File: src/cmd_if_regs.svh
// constants for the bridge command interpreter
`ifndef CMD_IF_REGS_SVH
`define CMD_IF_REGS_SVH
`define OP_REG_READ 32'h0000_0004
`define OP_MEM_READ 32'h0000_0005
`define OP_REG_WRITE 32'h0000_0006
`define OP_MEM_WRITE 32'h0000_0007
`define OP_REG_WRITE_END 32'h0000_000E
`define OP_MEM_WRITE_END 32'h0000_000F
`define EP_COMMAND 2'h0
`define EP_HOST_TO_DEVICE 2'h1
`define EP_DEVICE_TO_HOST 2'h2
`define REG_LAST_ADDR 32'h0000_0054
`define REG_COUNT 22
`define REG_INDEX_W 5
`define MEM_WORD_BITS 12
`define WORD_BYTES 32'h0000_0004
`define FLAG_WAIT_CYC 3'h3
`define CAPTURE_WAIT_CYC 3'h3
`define OUT_FIFO_DEPTH 16
`define DATA_W 32
`endif

File: src/cmd_if_pkg.sv
// types shared by the bridge command interpreter
`default_nettype none
`include "cmd_if_regs.svh"
package cmd_if_pkg;
   typedef enum logic [2:0] {
      ST_CMD_WAIT, ST_CMD_CAP, ST_DECODE, ST_IN_WAIT, ST_IN_CAP, ST_OUT
   } state_type;
   typedef struct packed {
      state_type state;
      logic flag_meta;
      logic flag_sync;
      logic [31:0] dq_meta;
      logic [31:0] dq_sync;
      logic [2:0] wait_cnt;
      logic [1:0] word_idx;
      logic [31:0] opcode;
      logic [31:0] cur_addr;
      logic [31:0] remain;
      logic [31:0] dq_out;
      logic dq_oe;
      logic rd;
      logic wr;
      logic [1:0] ep;
      logic mem_we;
      logic mem_re;
      logic [11:0] mem_addr;
      logic [31:0] wdata;
      logic reg_we;
      logic [4:0] reg_index;
      logic load;
   } ctrl_type;
endpackage
`default_nettype wire

File: src/reg_area.sv
// internal register area reached by register commands
`default_nettype none
`include "cmd_if_regs.svh"
module reg_area
   import cmd_if_pkg::*;
(
   input wire logic clk,                          // core clock
   input wire logic rst,                          // async reset, active high
   input wire logic we,                           // write strobe
   input wire logic [`REG_INDEX_W-1:0] index,     // word index
   input wire logic [31:0] wdata,                 // write data
   output logic [31:0] rdata                      // read data, zero past the area
);
   logic [31:0] regs [`REG_COUNT];

   generate
      for (genvar i = 0; i < `REG_COUNT; i++) begin : g_reg
         always_ff @(posedge clk or posedge rst) begin
            if (rst) begin
               regs[i] <= 32'h0000_0000;
            end else if (we && index == `REG_INDEX_W'(i)) begin
               regs[i] <= wdata;
            end
         end
      end
   endgenerate

   assign rdata = (index < `REG_COUNT) ? regs[index] : 32'h0000_0000;
endmodule
`default_nettype wire

File: src/usb_fifo_command_interpreter.sv
// command interpreter mastering the bridge slave fifo port
// Function
// - a command packet is four 32-bit words: opcode, address, count, reserved.
// - opcode 4 reads one register, opcode 5 reads a memory block.
// - opcode 6 starts a register write, opcode E ends it.
// - opcode 7 starts a memory write, opcode F ends it.
// - the address word is where writes go and reads come from.
// - count gives 32-bit accesses, one per four bytes.
// - register write takes one data word from the host-to-device endpoint.
// - register read returns one word on the device-to-host endpoint.
// - memory write streams count words from host-to-device from the address.
// - memory read sends count words from the address to the host.
// - registers span byte addresses 0x00 to 0x54; memory uses 32-bit addresses.
// - memory mirrors every 16KB.
// - keep waiting on the command endpoint and act on each packet.
// - this logic masters the bridge port over a 32-bit data bus.
`default_nettype none
`include "cmd_if_regs.svh"
module usb_fifo_command_interpreter
   import cmd_if_pkg::*;
(
   input wire logic clk,                // core clock, 250 MHz
   input wire logic rst,                // async reset, active high
   output logic [1:0] bridge_ep,        // endpoint select to bridge
   output logic bridge_rd,              // read strobe, one word per pulse
   output logic bridge_wr,              // write strobe, one word per pulse
   input wire logic bridge_flag,        // selected endpoint ready (pin)
   input wire logic [31:0] bridge_dq_in,// data bus input (pin)
   output logic [31:0] bridge_dq_out,   // data bus output
   output logic bridge_dq_oe,           // data bus output enable
   output logic mem_we,                 // memory write strobe
   output logic mem_re,                 // memory read strobe
   output logic [11:0] mem_addr,        // memory word index, 16KB window
   output logic [31:0] mem_wdata,       // memory write data
   input wire logic [31:0] mem_rdata    // memory data, sampled at the clock edge that ends mem_re
);
   ctrl_type s;
   ctrl_type next_s;
   logic fifo_in_ready;
   logic fifo_out_valid;
   logic fifo_out_ready;
   logic [31:0] fifo_out_data;
   logic [31:0] fifo_in_data;
   logic [31:0] reg_rdata;
   logic reg_hit;
   logic reg_op;

   function automatic logic known_op(input logic [31:0] op);
      case (op)
         `OP_REG_READ, `OP_MEM_READ, `OP_REG_WRITE, `OP_MEM_WRITE,
         `OP_REG_WRITE_END, `OP_MEM_WRITE_END: known_op = 1'b1;
         default: known_op = 1'b0;
      endcase
   endfunction

   assign reg_hit = (s.cur_addr <= `REG_LAST_ADDR);
   assign reg_op = (s.opcode == `OP_REG_READ) || (s.opcode == `OP_REG_WRITE);
   assign fifo_in_data = reg_op ? (reg_hit ? reg_rdata : 32'h0000_0000) : mem_rdata;

   reg_area u_regs (
      .clk(clk),
      .rst(rst),
      .we(s.reg_we),
      .index(s.reg_index),
      .wdata(s.wdata),
      .rdata(reg_rdata)
   );

   // fifo decouples reads from the bridge; when the host stalls it fills
   // and holds back further memory fetches
   word_fifo #(.WIDTH(`DATA_W), .DEPTH(`OUT_FIFO_DEPTH)) u_out_fifo (
      .clk(clk),
      .rst(rst),
      .in_valid(s.load),
      .in_ready(fifo_in_ready),
      .in_data(fifo_in_data),
      .out_valid(fifo_out_valid),
      .out_ready(fifo_out_ready),
      .out_data(fifo_out_data)
   );

   always_comb begin
      next_s = s;
      fifo_out_ready = 1'b0;
      // pins come from the bridge's clock; only the second flop is read
      next_s.flag_meta = bridge_flag;
      next_s.flag_sync = s.flag_meta;
      next_s.dq_meta = bridge_dq_in;
      next_s.dq_sync = s.dq_meta;
      next_s.rd = 1'b0;
      next_s.wr = 1'b0;
      next_s.dq_oe = 1'b0;
      next_s.mem_we = 1'b0;
      next_s.mem_re = 1'b0;
      next_s.reg_we = 1'b0;
      next_s.load = 1'b0;
      // one shared settle counter; each strobe reloads it so strobes stay spaced
      if (s.wait_cnt != 3'h0) begin
         next_s.wait_cnt = 3'(s.wait_cnt - 1'b1);
      end
      case (s.state)
         ST_CMD_WAIT: begin
            next_s.ep = `EP_COMMAND;
            if (s.wait_cnt == 3'h0 && s.flag_sync) begin
               next_s.rd = 1'b1;
               next_s.wait_cnt = `CAPTURE_WAIT_CYC;
               next_s.state = ST_CMD_CAP;
            end
         end
         ST_CMD_CAP: begin
            if (s.wait_cnt == 3'h0) begin
               next_s.wait_cnt = `FLAG_WAIT_CYC;
               next_s.word_idx = 2'(s.word_idx + 1'b1);
               next_s.state = ST_CMD_WAIT;
               case (s.word_idx)
                  2'h0: next_s.opcode = s.dq_sync;
                  2'h1: next_s.cur_addr = s.dq_sync;
                  2'h2: next_s.remain = s.dq_sync;
                  default: next_s.state = ST_DECODE;
               endcase
            end
         end
         ST_DECODE: begin
            next_s.state = ST_CMD_WAIT;
            case (s.opcode)
               `OP_REG_READ: begin
                  next_s.remain = 32'h0000_0001;
                  next_s.state = ST_OUT;
               end
               `OP_MEM_READ: begin
                  if (s.remain != 32'h0000_0000) begin
                     next_s.state = ST_OUT;
                  end
               end
               `OP_REG_WRITE: begin
                  next_s.remain = 32'h0000_0001;
                  next_s.state = ST_IN_WAIT;
               end
               `OP_MEM_WRITE: begin
                  if (s.remain != 32'h0000_0000) begin
                     next_s.state = ST_IN_WAIT;
                  end
               end
               // end markers close the write; nothing is left to do
               `OP_REG_WRITE_END: next_s.state = ST_CMD_WAIT;
               `OP_MEM_WRITE_END: next_s.state = ST_CMD_WAIT;
               default: next_s.state = ST_CMD_WAIT;
            endcase
            // an idle return leaves the data endpoint so its flag cannot start a packet
            if (next_s.state == ST_OUT) begin
               next_s.ep = `EP_DEVICE_TO_HOST;
            end else if (next_s.state == ST_IN_WAIT) begin
               next_s.ep = `EP_HOST_TO_DEVICE;
            end else begin
               next_s.ep = `EP_COMMAND;
            end
            next_s.wait_cnt = `FLAG_WAIT_CYC;
         end
         ST_IN_WAIT: begin
            if (s.wait_cnt == 3'h0 && s.flag_sync) begin
               next_s.rd = 1'b1;
               next_s.wait_cnt = `CAPTURE_WAIT_CYC;
               next_s.state = ST_IN_CAP;
            end
         end
         ST_IN_CAP: begin
            if (s.wait_cnt == 3'h0) begin
               next_s.wdata = s.dq_sync;
               // a write past the register area still takes its word off the bridge
               if (reg_op) begin
                  next_s.reg_we = reg_hit;
                  next_s.reg_index = s.cur_addr[6:2];
               end else begin
                  next_s.mem_we = 1'b1;
                  next_s.mem_addr = s.cur_addr[13:2];
               end
               next_s.cur_addr = s.cur_addr + `WORD_BYTES;
               next_s.remain = s.remain - 32'h0000_0001;
               next_s.wait_cnt = `FLAG_WAIT_CYC;
               next_s.state = (s.remain == 32'h0000_0001) ? ST_CMD_WAIT : ST_IN_WAIT;
               if (s.remain == 32'h0000_0001) begin
                  next_s.ep = `EP_COMMAND;
               end
            end
         end
         ST_OUT: begin
            // fetch and advance alternate so each pushed word sees its own address
            if (s.load) begin
               next_s.cur_addr = s.cur_addr + `WORD_BYTES;
            end else if (s.remain != 32'h0000_0000 && fifo_in_ready) begin
               next_s.load = 1'b1;
               next_s.remain = s.remain - 32'h0000_0001;
               next_s.reg_index = s.cur_addr[6:2];
               next_s.mem_re = !reg_op;
               next_s.mem_addr = s.cur_addr[13:2];
            end
            if (s.wait_cnt == 3'h0 && s.flag_sync && fifo_out_valid) begin
               fifo_out_ready = 1'b1;
               next_s.wr = 1'b1;
               next_s.dq_oe = 1'b1;
               next_s.dq_out = fifo_out_data;
               next_s.wait_cnt = `FLAG_WAIT_CYC;
            end else if (s.remain == 32'h0000_0000 && !s.load && !fifo_out_valid
                         && s.wait_cnt == 3'h0) begin
               next_s.state = ST_CMD_WAIT;
               next_s.ep = `EP_COMMAND;
               next_s.wait_cnt = `FLAG_WAIT_CYC;
            end
         end
         default: next_s.state = ST_CMD_WAIT;
      endcase
   end

   always_ff @(posedge clk or posedge rst) begin
      if (rst) begin
         s <= '0;
         s.state <= ST_CMD_WAIT;
         s.ep <= `EP_COMMAND;
      end else begin
         s <= next_s;
      end
   end

   assign bridge_ep = s.ep;
   assign bridge_rd = s.rd;
   assign bridge_wr = s.wr;
   assign bridge_dq_out = s.dq_out;
   assign bridge_dq_oe = s.dq_oe;
   assign mem_we = s.mem_we;
   assign mem_re = s.mem_re;
   assign mem_addr = s.mem_addr;
   assign mem_wdata = s.wdata;

   strobe_single_a: assert property (@(posedge clk) disable iff (rst)
      (s.rd || s.wr) |=> !(s.rd || s.wr)) else $error("bridge strobe longer than one cycle");
   strobe_excl_a: assert property (@(posedge clk) disable iff (rst)
      !(s.rd && s.wr)) else $error("read and write strobe together");
   wr_drives_bus_a: assert property (@(posedge clk) disable iff (rst)
      s.wr |-> s.dq_oe && s.ep == `EP_DEVICE_TO_HOST) else $error("write without drive");
   cmd_endpoint_a: assert property (@(posedge clk) disable iff (rst)
      s.rd && s.state == ST_CMD_CAP |-> s.ep == `EP_COMMAND)
      else $error("command read on wrong endpoint");
   packet_len_a: assert property (@(posedge clk) disable iff (rst)
      s.state == ST_CMD_CAP ##1 s.state == ST_DECODE |-> $past(s.word_idx) == 2'h3
      && s.word_idx == 2'h0)
      else $error("decode before four words");
   unknown_drop_a: assert property (@(posedge clk) disable iff (rst)
      s.state == ST_DECODE && !known_op(s.opcode) |=> s.state == ST_CMD_WAIT && !s.rd)
      else $error("unknown opcode not dropped");
   mem_read_go_a: assert property (@(posedge clk) disable iff (rst)
      s.state == ST_DECODE && s.opcode == `OP_MEM_READ && s.remain != 32'h0000_0000
      |=> s.state == ST_OUT ##[1:3] s.mem_re) else $error("memory read not started");
   reg_write_go_a: assert property (@(posedge clk) disable iff (rst)
      s.state == ST_IN_CAP && s.wait_cnt == 3'h0 && s.opcode == `OP_REG_WRITE && reg_hit
      |=> s.reg_we && s.wdata == $past(s.dq_sync) && !s.mem_we)
      else $error("register write lost");
   reg_bound_a: assert property (@(posedge clk) disable iff (rst)
      s.reg_we |-> s.reg_index < `REG_COUNT) else $error("register write out of area");
   mem_write_mode_a: assert property (@(posedge clk) disable iff (rst)
      s.mem_we |-> s.opcode == `OP_MEM_WRITE && s.mem_addr == $past(s.cur_addr[13:2]))
      else $error("memory write with wrong opcode or address");
   end_marker_a: assert property (@(posedge clk) disable iff (rst)
      s.state == ST_DECODE && (s.opcode == `OP_REG_WRITE_END || s.opcode == `OP_MEM_WRITE_END)
      |=> s.state == ST_CMD_WAIT) else $error("end marker not closing");
   rd_after_flag_a: assert property (@(posedge clk) disable iff (rst)
      (s.rd || s.wr) |-> $past(s.flag_sync)) else $error("strobe while endpoint not ready");
   strobe_gap_a: assert property (@(posedge clk) disable iff (rst)
      (s.rd || s.wr) |=> !(s.rd || s.wr) [*3]) else $error("strobes closer than four cycles");
   word_capture_a: assert property (@(posedge clk) disable iff (rst)
      s.rd && s.state == ST_CMD_CAP && s.word_idx == 2'h0
      |-> ##4 s.opcode == $past(bridge_dq_in, 3)) else $error("opcode word not captured");
   out_endpoint_a: assert property (@(posedge clk) disable iff (rst)
      s.state == ST_OUT |-> s.ep == `EP_DEVICE_TO_HOST)
      else $error("data out on wrong endpoint");
   in_endpoint_a: assert property (@(posedge clk) disable iff (rst)
      s.state inside {ST_IN_WAIT, ST_IN_CAP} |-> s.ep == `EP_HOST_TO_DEVICE)
      else $error("data in on wrong endpoint");
   read_addr_a: assert property (@(posedge clk) disable iff (rst)
      s.mem_re |-> s.mem_addr == $past(s.cur_addr[13:2]))
      else $error("memory read at wrong word");
   reg_drop_a: assert property (@(posedge clk) disable iff (rst)
      s.state == ST_IN_CAP && s.wait_cnt == 3'h0 && s.opcode == `OP_REG_WRITE && !reg_hit
      |=> !s.reg_we && !s.mem_we) else $error("write outside register area landed");
   write_done_a: assert property (@(posedge clk) disable iff (rst)
      s.state == ST_IN_CAP && s.wait_cnt == 3'h0 && s.remain == 32'h0000_0001
      |=> s.state == ST_CMD_WAIT && s.ep == `EP_COMMAND) else $error("no return after last word");
   oe_with_wr_a: assert property (@(posedge clk) disable iff (rst)
      s.dq_oe |-> s.wr) else $error("bus driven without write strobe");
   reg_read_one_a: assert property (@(posedge clk) disable iff (rst)
      s.state == ST_DECODE && s.opcode == `OP_REG_READ |=> s.state == ST_OUT
      && s.remain == 32'h0000_0001) else $error("register read not one word");

   reg_write_c: cover property (@(posedge clk) disable iff (rst) s.reg_we);
   reg_read_c: cover property (@(posedge clk) disable iff (rst)
      s.wr && s.opcode == `OP_REG_READ);
   mem_read_c: cover property (@(posedge clk) disable iff (rst)
      s.wr && s.opcode == `OP_MEM_READ && !fifo_in_ready);
   mem_write_c: cover property (@(posedge clk) disable iff (rst) s.mem_we);
   unknown_drop_c: cover property (@(posedge clk) disable iff (rst)
      s.state == ST_DECODE && !known_op(s.opcode));
endmodule
`default_nettype wire

File: src/word_fifo.sv
// synchronous fifo with valid/ready on both sides
`default_nettype none
module word_fifo #(
   parameter int WIDTH = 32,
   parameter int DEPTH = 16
) (
   input wire logic clk,                 // core clock
   input wire logic rst,                 // async reset, active high
   input wire logic in_valid,            // push request
   output logic in_ready,                // room available
   input wire logic [WIDTH-1:0] in_data, // pushed word
   output logic out_valid,               // word available
   input wire logic out_ready,           // pop request
   output logic [WIDTH-1:0] out_data     // head word
);
   localparam int AW = $clog2(DEPTH);
   logic [WIDTH-1:0] mem [DEPTH];
   logic [AW-1:0] wptr;
   logic [AW-1:0] rptr;
   logic [AW:0] count;
   logic push;
   logic pop;

   assign in_ready = (count != DEPTH[AW:0]);
   assign out_valid = (count != '0);
   assign out_data = mem[rptr];
   assign push = in_valid && in_ready;
   assign pop = out_valid && out_ready;

   always_ff @(posedge clk or posedge rst) begin
      if (rst) begin
         wptr <= '0;
         rptr <= '0;
         count <= '0;
      end else begin
         if (push) begin
            wptr <= AW'(wptr + 1'b1);
         end
         if (pop) begin
            rptr <= AW'(rptr + 1'b1);
         end
         if (push && !pop) begin
            count <= (AW+1)'(count + 1'b1);
         end else if (pop && !push) begin
            count <= (AW+1)'(count - 1'b1);
         end
      end
   end

   // storage is not reset; only the pointers and count need a defined value
   always_ff @(posedge clk) begin
      if (push) begin
         mem[wptr] <= in_data;
      end
   end
endmodule
`default_nettype wire

File: config.mk
export PLATFORM = sky130hd
export DESIGN_NAME = usb_fifo_command_interpreter
export DESIGN_NICKNAME = d
export VERILOG_FILES = /design/src/cmd_if_pkg.sv /design/src/reg_area.sv /design/src/usb_fifo_command_interpreter.sv /design/src/word_fifo.sv
export VERILOG_INCLUDE_DIRS = /design/src /design/src/src
export SDC_FILE = /design/constraint.sdc
export NUM_CORES = 2
export LEC_CHECK = 0
export BUFFER_PORTS_ARGS = -buffer_cell sky130_fd_sc_hd__buf_2
export CAP_MARGIN = 20
export CORE_MARGIN = 2
export CORE_UTILIZATION = 35
export DETAILED_ROUTE_END_ITERATION = 10
export HOLD_SLACK_MARGIN = 0.03
export PLACE_DENSITY = 0.47
export SLEW_MARGIN = 5
export SYNTH_ARGS = -nofsm -noshare
export SYNTH_HDL_FRONTEND = slang
export SYNTH_SLANG_ARGS = --single-unit
File: constraint.sdc
create_clock -name clk -period 40 [get_ports clk]
set_input_delay 4 -clock clk [delete_from_list [all_inputs] [get_ports clk]]
set_output_delay 4 -clock clk [all_outputs]
set_load 0.02 [all_outputs]
After elaboration in Yosys (flattened, before gate mapping)
Memories as Yosys holds them, arrays and structs flattened. A register that Yosys moved wholly into a read port is not among the register bits.
Index checks and enable logic that the tools add are counted.
{ "classes": {"bitwise": 1, "n_lt_le_gt_ge": 3, "addsub": 8, "n_eq_ne": 51, "reduce_logical": 64, "muxes": 67} }
{ "op_table": {"columns": ["cell", "count"], "rows": [
  ["32-bit two-way mux", 12],
  ["32-bit binary-select mux with 5-bit select", 1],
  ["32-bit by 3-bit == test with 1-bit output, second input constant", 4],
  ["32-bit case mux with 4 select lines", 1],
  ["101-bit two-way mux", 1],
  ["32-bit case mux with 3 select lines", 1],
  ["64-bit two-way mux", 1],
  ["50-bit two-way mux", 1],
  ["3-bit two-way mux", 14],
  ["5-bit by 4-bit == test with 1-bit output, second input constant", 8],
  ["32-bit by 3-bit adder with 32-bit output, second input constant", 1],
  ["32-bit by 1-bit == test with 1-bit output, second input constant", 1],
  ["32-bit by 7-bit less-or-equal comparator with 1-bit output, second input constant", 1],
  ["1-bit logical AND", 32],
  ["32-bit logical NOT", 1],
  ["32-bit nonzero test", 1],
  ["32-bit by 1-bit subtractor with 32-bit output, second input constant", 1],
  ["5-bit == test, second input constant", 6],
  ["13-bit two-way mux", 2],
  ["2-bit inequality test, second input constant", 13],
  ["12-bit case mux with 2 select lines", 1],
  ["5-bit by 3-bit == test with 1-bit output, second input constant", 4],
  ["5-bit AND reduction", 4],
  ["6-bit two-way mux", 3],
  ["41 further kinds", 79]
]} }
{ "totals": {"memories": 1, "register_bits": 945, "input_bits": 67, "ram_bits": 512, "elab_cells": 241, "out_inout_bits": 83} }
{ "mem_list": {"columns": ["memory", "words", "word_bits", "rd", "rd_ports_with_merged_regs", "write_ports", "line_no", "rtl"], "rows": [
  ["u_out_fifo.mem", 16, 32, 1, 1, 1, "word_fifo.sv:17", "logic [WIDTH-1:0] mem [DEPTH];"]
]} }

Depth between registers and ports, before layout
{ "logic_depth": {"ltp_word": 9, "mapped_depth": 15, "ltp_nobuf": 14} }

By module
Synthesis repeated with hierarchy kept, for this count alone.
{ "unflattened": {"hier_cells": 4196, "hier_area_um2": 64530.6} }
{ "by_module_without_submodules": {"columns": ["mod", "cells_each", "area_per_inst_um2", "instances"], "rows": [
  ["reg_area", 2114, 32140.8, 1],
  ["word_fifo", 1006, 20379.5, 1],
  ["usb_fifo_command_interpreter", 1076, 12010.3, 1]
]} }

Worst setup path before layout
OpenSTA, ideal clock, no wires.
{ "synth_timing": {"path_kind": "register -> output", "start": "register s, in the netlist bridge_wr", "end": "output port bridge_wr", "path_stages_with_launch": 2, "required_time_ns": 36.000, "setup_slack_ns": 35.387, "path_buffers": 1, "t_arrival_ns": 0.613, "cell_sequence": "dfrtp_1 -> buf_4"} }
{ "synth_lines": {"columns": ["element", "line_no", "rtl"], "rows": [
  ["from (decl)", "usb_fifo_command_interpreter.sv:37", "ctrl_type s;"],
  ["from (signal assigned)", "usb_fifo_command_interpreter.sv:220", "s <= next_s;"],
  ["to (decl)", "usb_fifo_command_interpreter.sv:26", "output logic bridge_wr,"]
]} }
No word-level cell between the ends.

==> qor.yml <==
routing:
  wire_per_inst_um: 28.3
  drt-pass1-iter-count: 5
  met3WireLength_mm: 6.31
  drcViolationCount: 0
  via_count: 35900
  dr.max_layer_used: "met4"
  drtIter0Drc: 2502
  avgViaCountPerCell: 5.41
  routed_wl_mm: 188
  wl_met1_mm: 82.5
  antenna_left: 0
  wl_met2_mm: 93.7
place:
  place_ws_ns: 31.46
  io_buffers: 149
  place_area_um2: 66500
  finalWeightedCongestion: 0.746
  post-dp-hpwl_mm: 107
synth:
  synthFlopType: "dfrtp_1"
  synth.ff_latch_count: 1488
  synth_area_leaders: "dfrtp_1, edfxtp_1, mux2_2"
  synth-seq-area-share: 0.626
  netlist_instances: 4103
  muxShareOfSynthArea: 0.246
  syn-num-nets: 4193
  synth-xor-area-share: 0.00165
  synth_fa_ha_area_frac: 0.00465
  synth-simple-area-share: 0.0350
  async_flop_share: 0.656
  ys_warn_count: 0
  synth_top_family_by_area: "multiplexers"
  synth_area_um2: 63600
  synthTopCellsByCount: "dfrtp_1, mux2_2, edfxtp_1"
  yosysTopAreaCell: "dfrtp_1"
  post-synth-top-count-cell: "dfrtp_1"
  netlist.area_leader.share: 0.384
  avgSynthCellArea_um2: 15.5
  synth-compound-area-share: 0.0554
  synth-edff-count: 512
  yosysUniqueCellTypes: 74
critical_path:
  critPathLaunchType: "primary input"
  critPathMaxFanout: 154
  crit_path_end_kind: "asynchronous set/reset pin"
  crit_type: "primary input to asynchronous set/reset pin"
  r2r_cells: 6
  required_ns: 40.69
  crit_arrival_ns: 8.17
clocking:
  holdBufCountCts: 0
  clock_latency_ns: 0.80
  htree_levels: 4
  clock-sinks: 1488
  cts_buffers: 167
  cts_root_buffer: "clkbuf_16"
  postCtsSetupBuffers: 0
  cts_resized: 0
  path_clk_slew_ns: 0.06
  clockBufferDepth: 3
  cts_tree: "built"
timing:
  setup_tns_ns: 0
  skew_ns: 0.0281
  hold_violations: 0
  period_minus_slack_ns: 7.48
  fin_hold_ws_ns: 0.346
  final_max_slew_viol_count: 0
  rsz0062_at_grt: "false"
  setup_viol: 0
  fmax_mhz: 134
  worst_slack_ns: 32.52
  worst_pin_slew_ns: 1.12
  post-route-period-util: 0.187
  slew_headroom: 0.249
floorplanning:
  core.rowCount: 156
  die_x_um: 430
  core_area_um2: 181000
  die_y_um: 430
  dieArea_um2: 185000
  ios: 150
  initial_core_util: 0.352
worst_hold_path:
  hp-class: "register to register"
  hold_path_depth: 0
layout:
  area_growth_pct: 13.2
  drive_gt1_frac: 0.375
  final_area_um2: 71900
  fill_cells: 16600
  finalNetCount: 4217
grt:
  grt_pass1_vias: 37600
  grt_overflow_total: 0
  track_usage: 0.203
  grt_pass1_wl_mm: 273
  grt_max_degree: 155
  antenna_found_initial: 6
pwr:
  p_per_area_nw_per_um2: 45.6
  leakage_nw: 29.7
  vdd_drop_max_uv: 38.3
run_status:
  status: "completed"
job:
  drv_cap: 0
==> worst max-delay path: stages <==
cell,delay (ns)
buf_2,0.13
inv_8,0.50
buf_12,0.68
buf_4,0.78
buf_4,0.82
buf_4,0.83
==> registers in the layout (all words and copies together) (netlist names) <==
signal,count
bridge_dq_out,32
bridge_ep,2
bridge_rd,1
bridge_wr,1
mem_addr,12
mem_re,1
mem_wdata,32
mem_we,1
next_s,33
s,144
u_out_fifo.count,5
u_out_fifo.mem,512
u_out_fifo.rptr,4
u_out_fifo.wptr,4
u_regs.regs,704
==> report_power, final <==
group | internal, mW | total [mW] | switching (mW)
clock network | 0.872 | 1.51 | 0.639
registers | 1.61 | 1.65 | 0.0394
logic | 0.0451 | 0.121 | 0.0758
==> through the flow <==
stage | total power, mW | utilization | cells
5_1_grt | 3.40 | 0.398 | 6633
3_5_place_dp | 1.80 | 0.368 | 6326
2_1_floorplan | 1.75 | - | 4103
3_3_place_gp | 1.80 | 0.368 | 6325
4_1_cts | 3.32 | 0.398 | 6630
6_report | 3.28 | 0.398 | 6636
==> final timing paths <==
| check | startpoint | endpoint | slack [ns] |
|---|---|---|---|
| max | rst | s[1]$_DFFE_PP0P_ | 32.52 |
| min reg2reg | next_s[209]$_DFF_PP0_ | s[209]$_DFF_PP0_ | 0.35 |
| max in group clk | mem_wdata[9]$_DFFE_PP0P_ | mem_wdata[9] | 33.94 |
| max reg2reg | s[1]$_DFFE_PP0P_ | u_out_fifo.mem[11][25]$_DFFE_PP_ | 35.37 |
| min | next_s[209]$_DFF_PP0_ | s[209]$_DFF_PP0_ | 0.35 |
| min in group asynchronous | rst | bridge_dq_out[22]$_DFFE_PP0N_ | 3.32 |
==> cells by family (layout without fill, tap and decap cells) <==
logic type / count (synthesis) / after routing
fa+ha+maj: 23 / 23
xor+xnor: 12 / 12
other cells: 0 / 4
flops: 1488 / 1488
buf+inv: 432 / 591
compound gates: 514 / 514
simple gates: 463 / 463
mux: 1171 / 1171
==> cell type report <==
type	count	area (µm²)	share of cell area
Sequential cell	1488	39800	0.553
Antenna cell	4	10.0	0.000139
Multi-Input combinational cell	2183	22100	0.307
Timing Repair Buffer	254	1550	0.0216
Clock inverter	62	576	0.00800
Tap cell	2370	2970	0.0412
Clock buffer	242	4820	0.0670
Inverter	33	131	0.00183
==> layout by cell type, fill, tap and decap left out, drive strengths merged, types with 10 or more instances in the layout <==
cell,instances
buf,252
a211oi,34
clkbuf,244
ha,22
a32o,32
nor2b,13
edfxtp,512
nand4,12
nand3,53
o21ai,116
o221ai,59
nand2,187
dfrtp,976
a22oi,83
mux2,799
a21oi,81
nor4,39
mux4,231
a32oi,12
o22ai,36
a31oi,19
inv,39
nor3,28
nor2,78
xnor2,10
clkinv,47
nand2b,11
mux2i,141
==> metal layers <==
metal | GRT usage | vias up
met5 | 0 | -
met4 | 0.0577 | 0
met3 | 0.0273 | 230
met2 | 0.347 | 630
met1 | 0.271 | 19400
li1 | - | 15700
(Power assumes the default switching activity.)
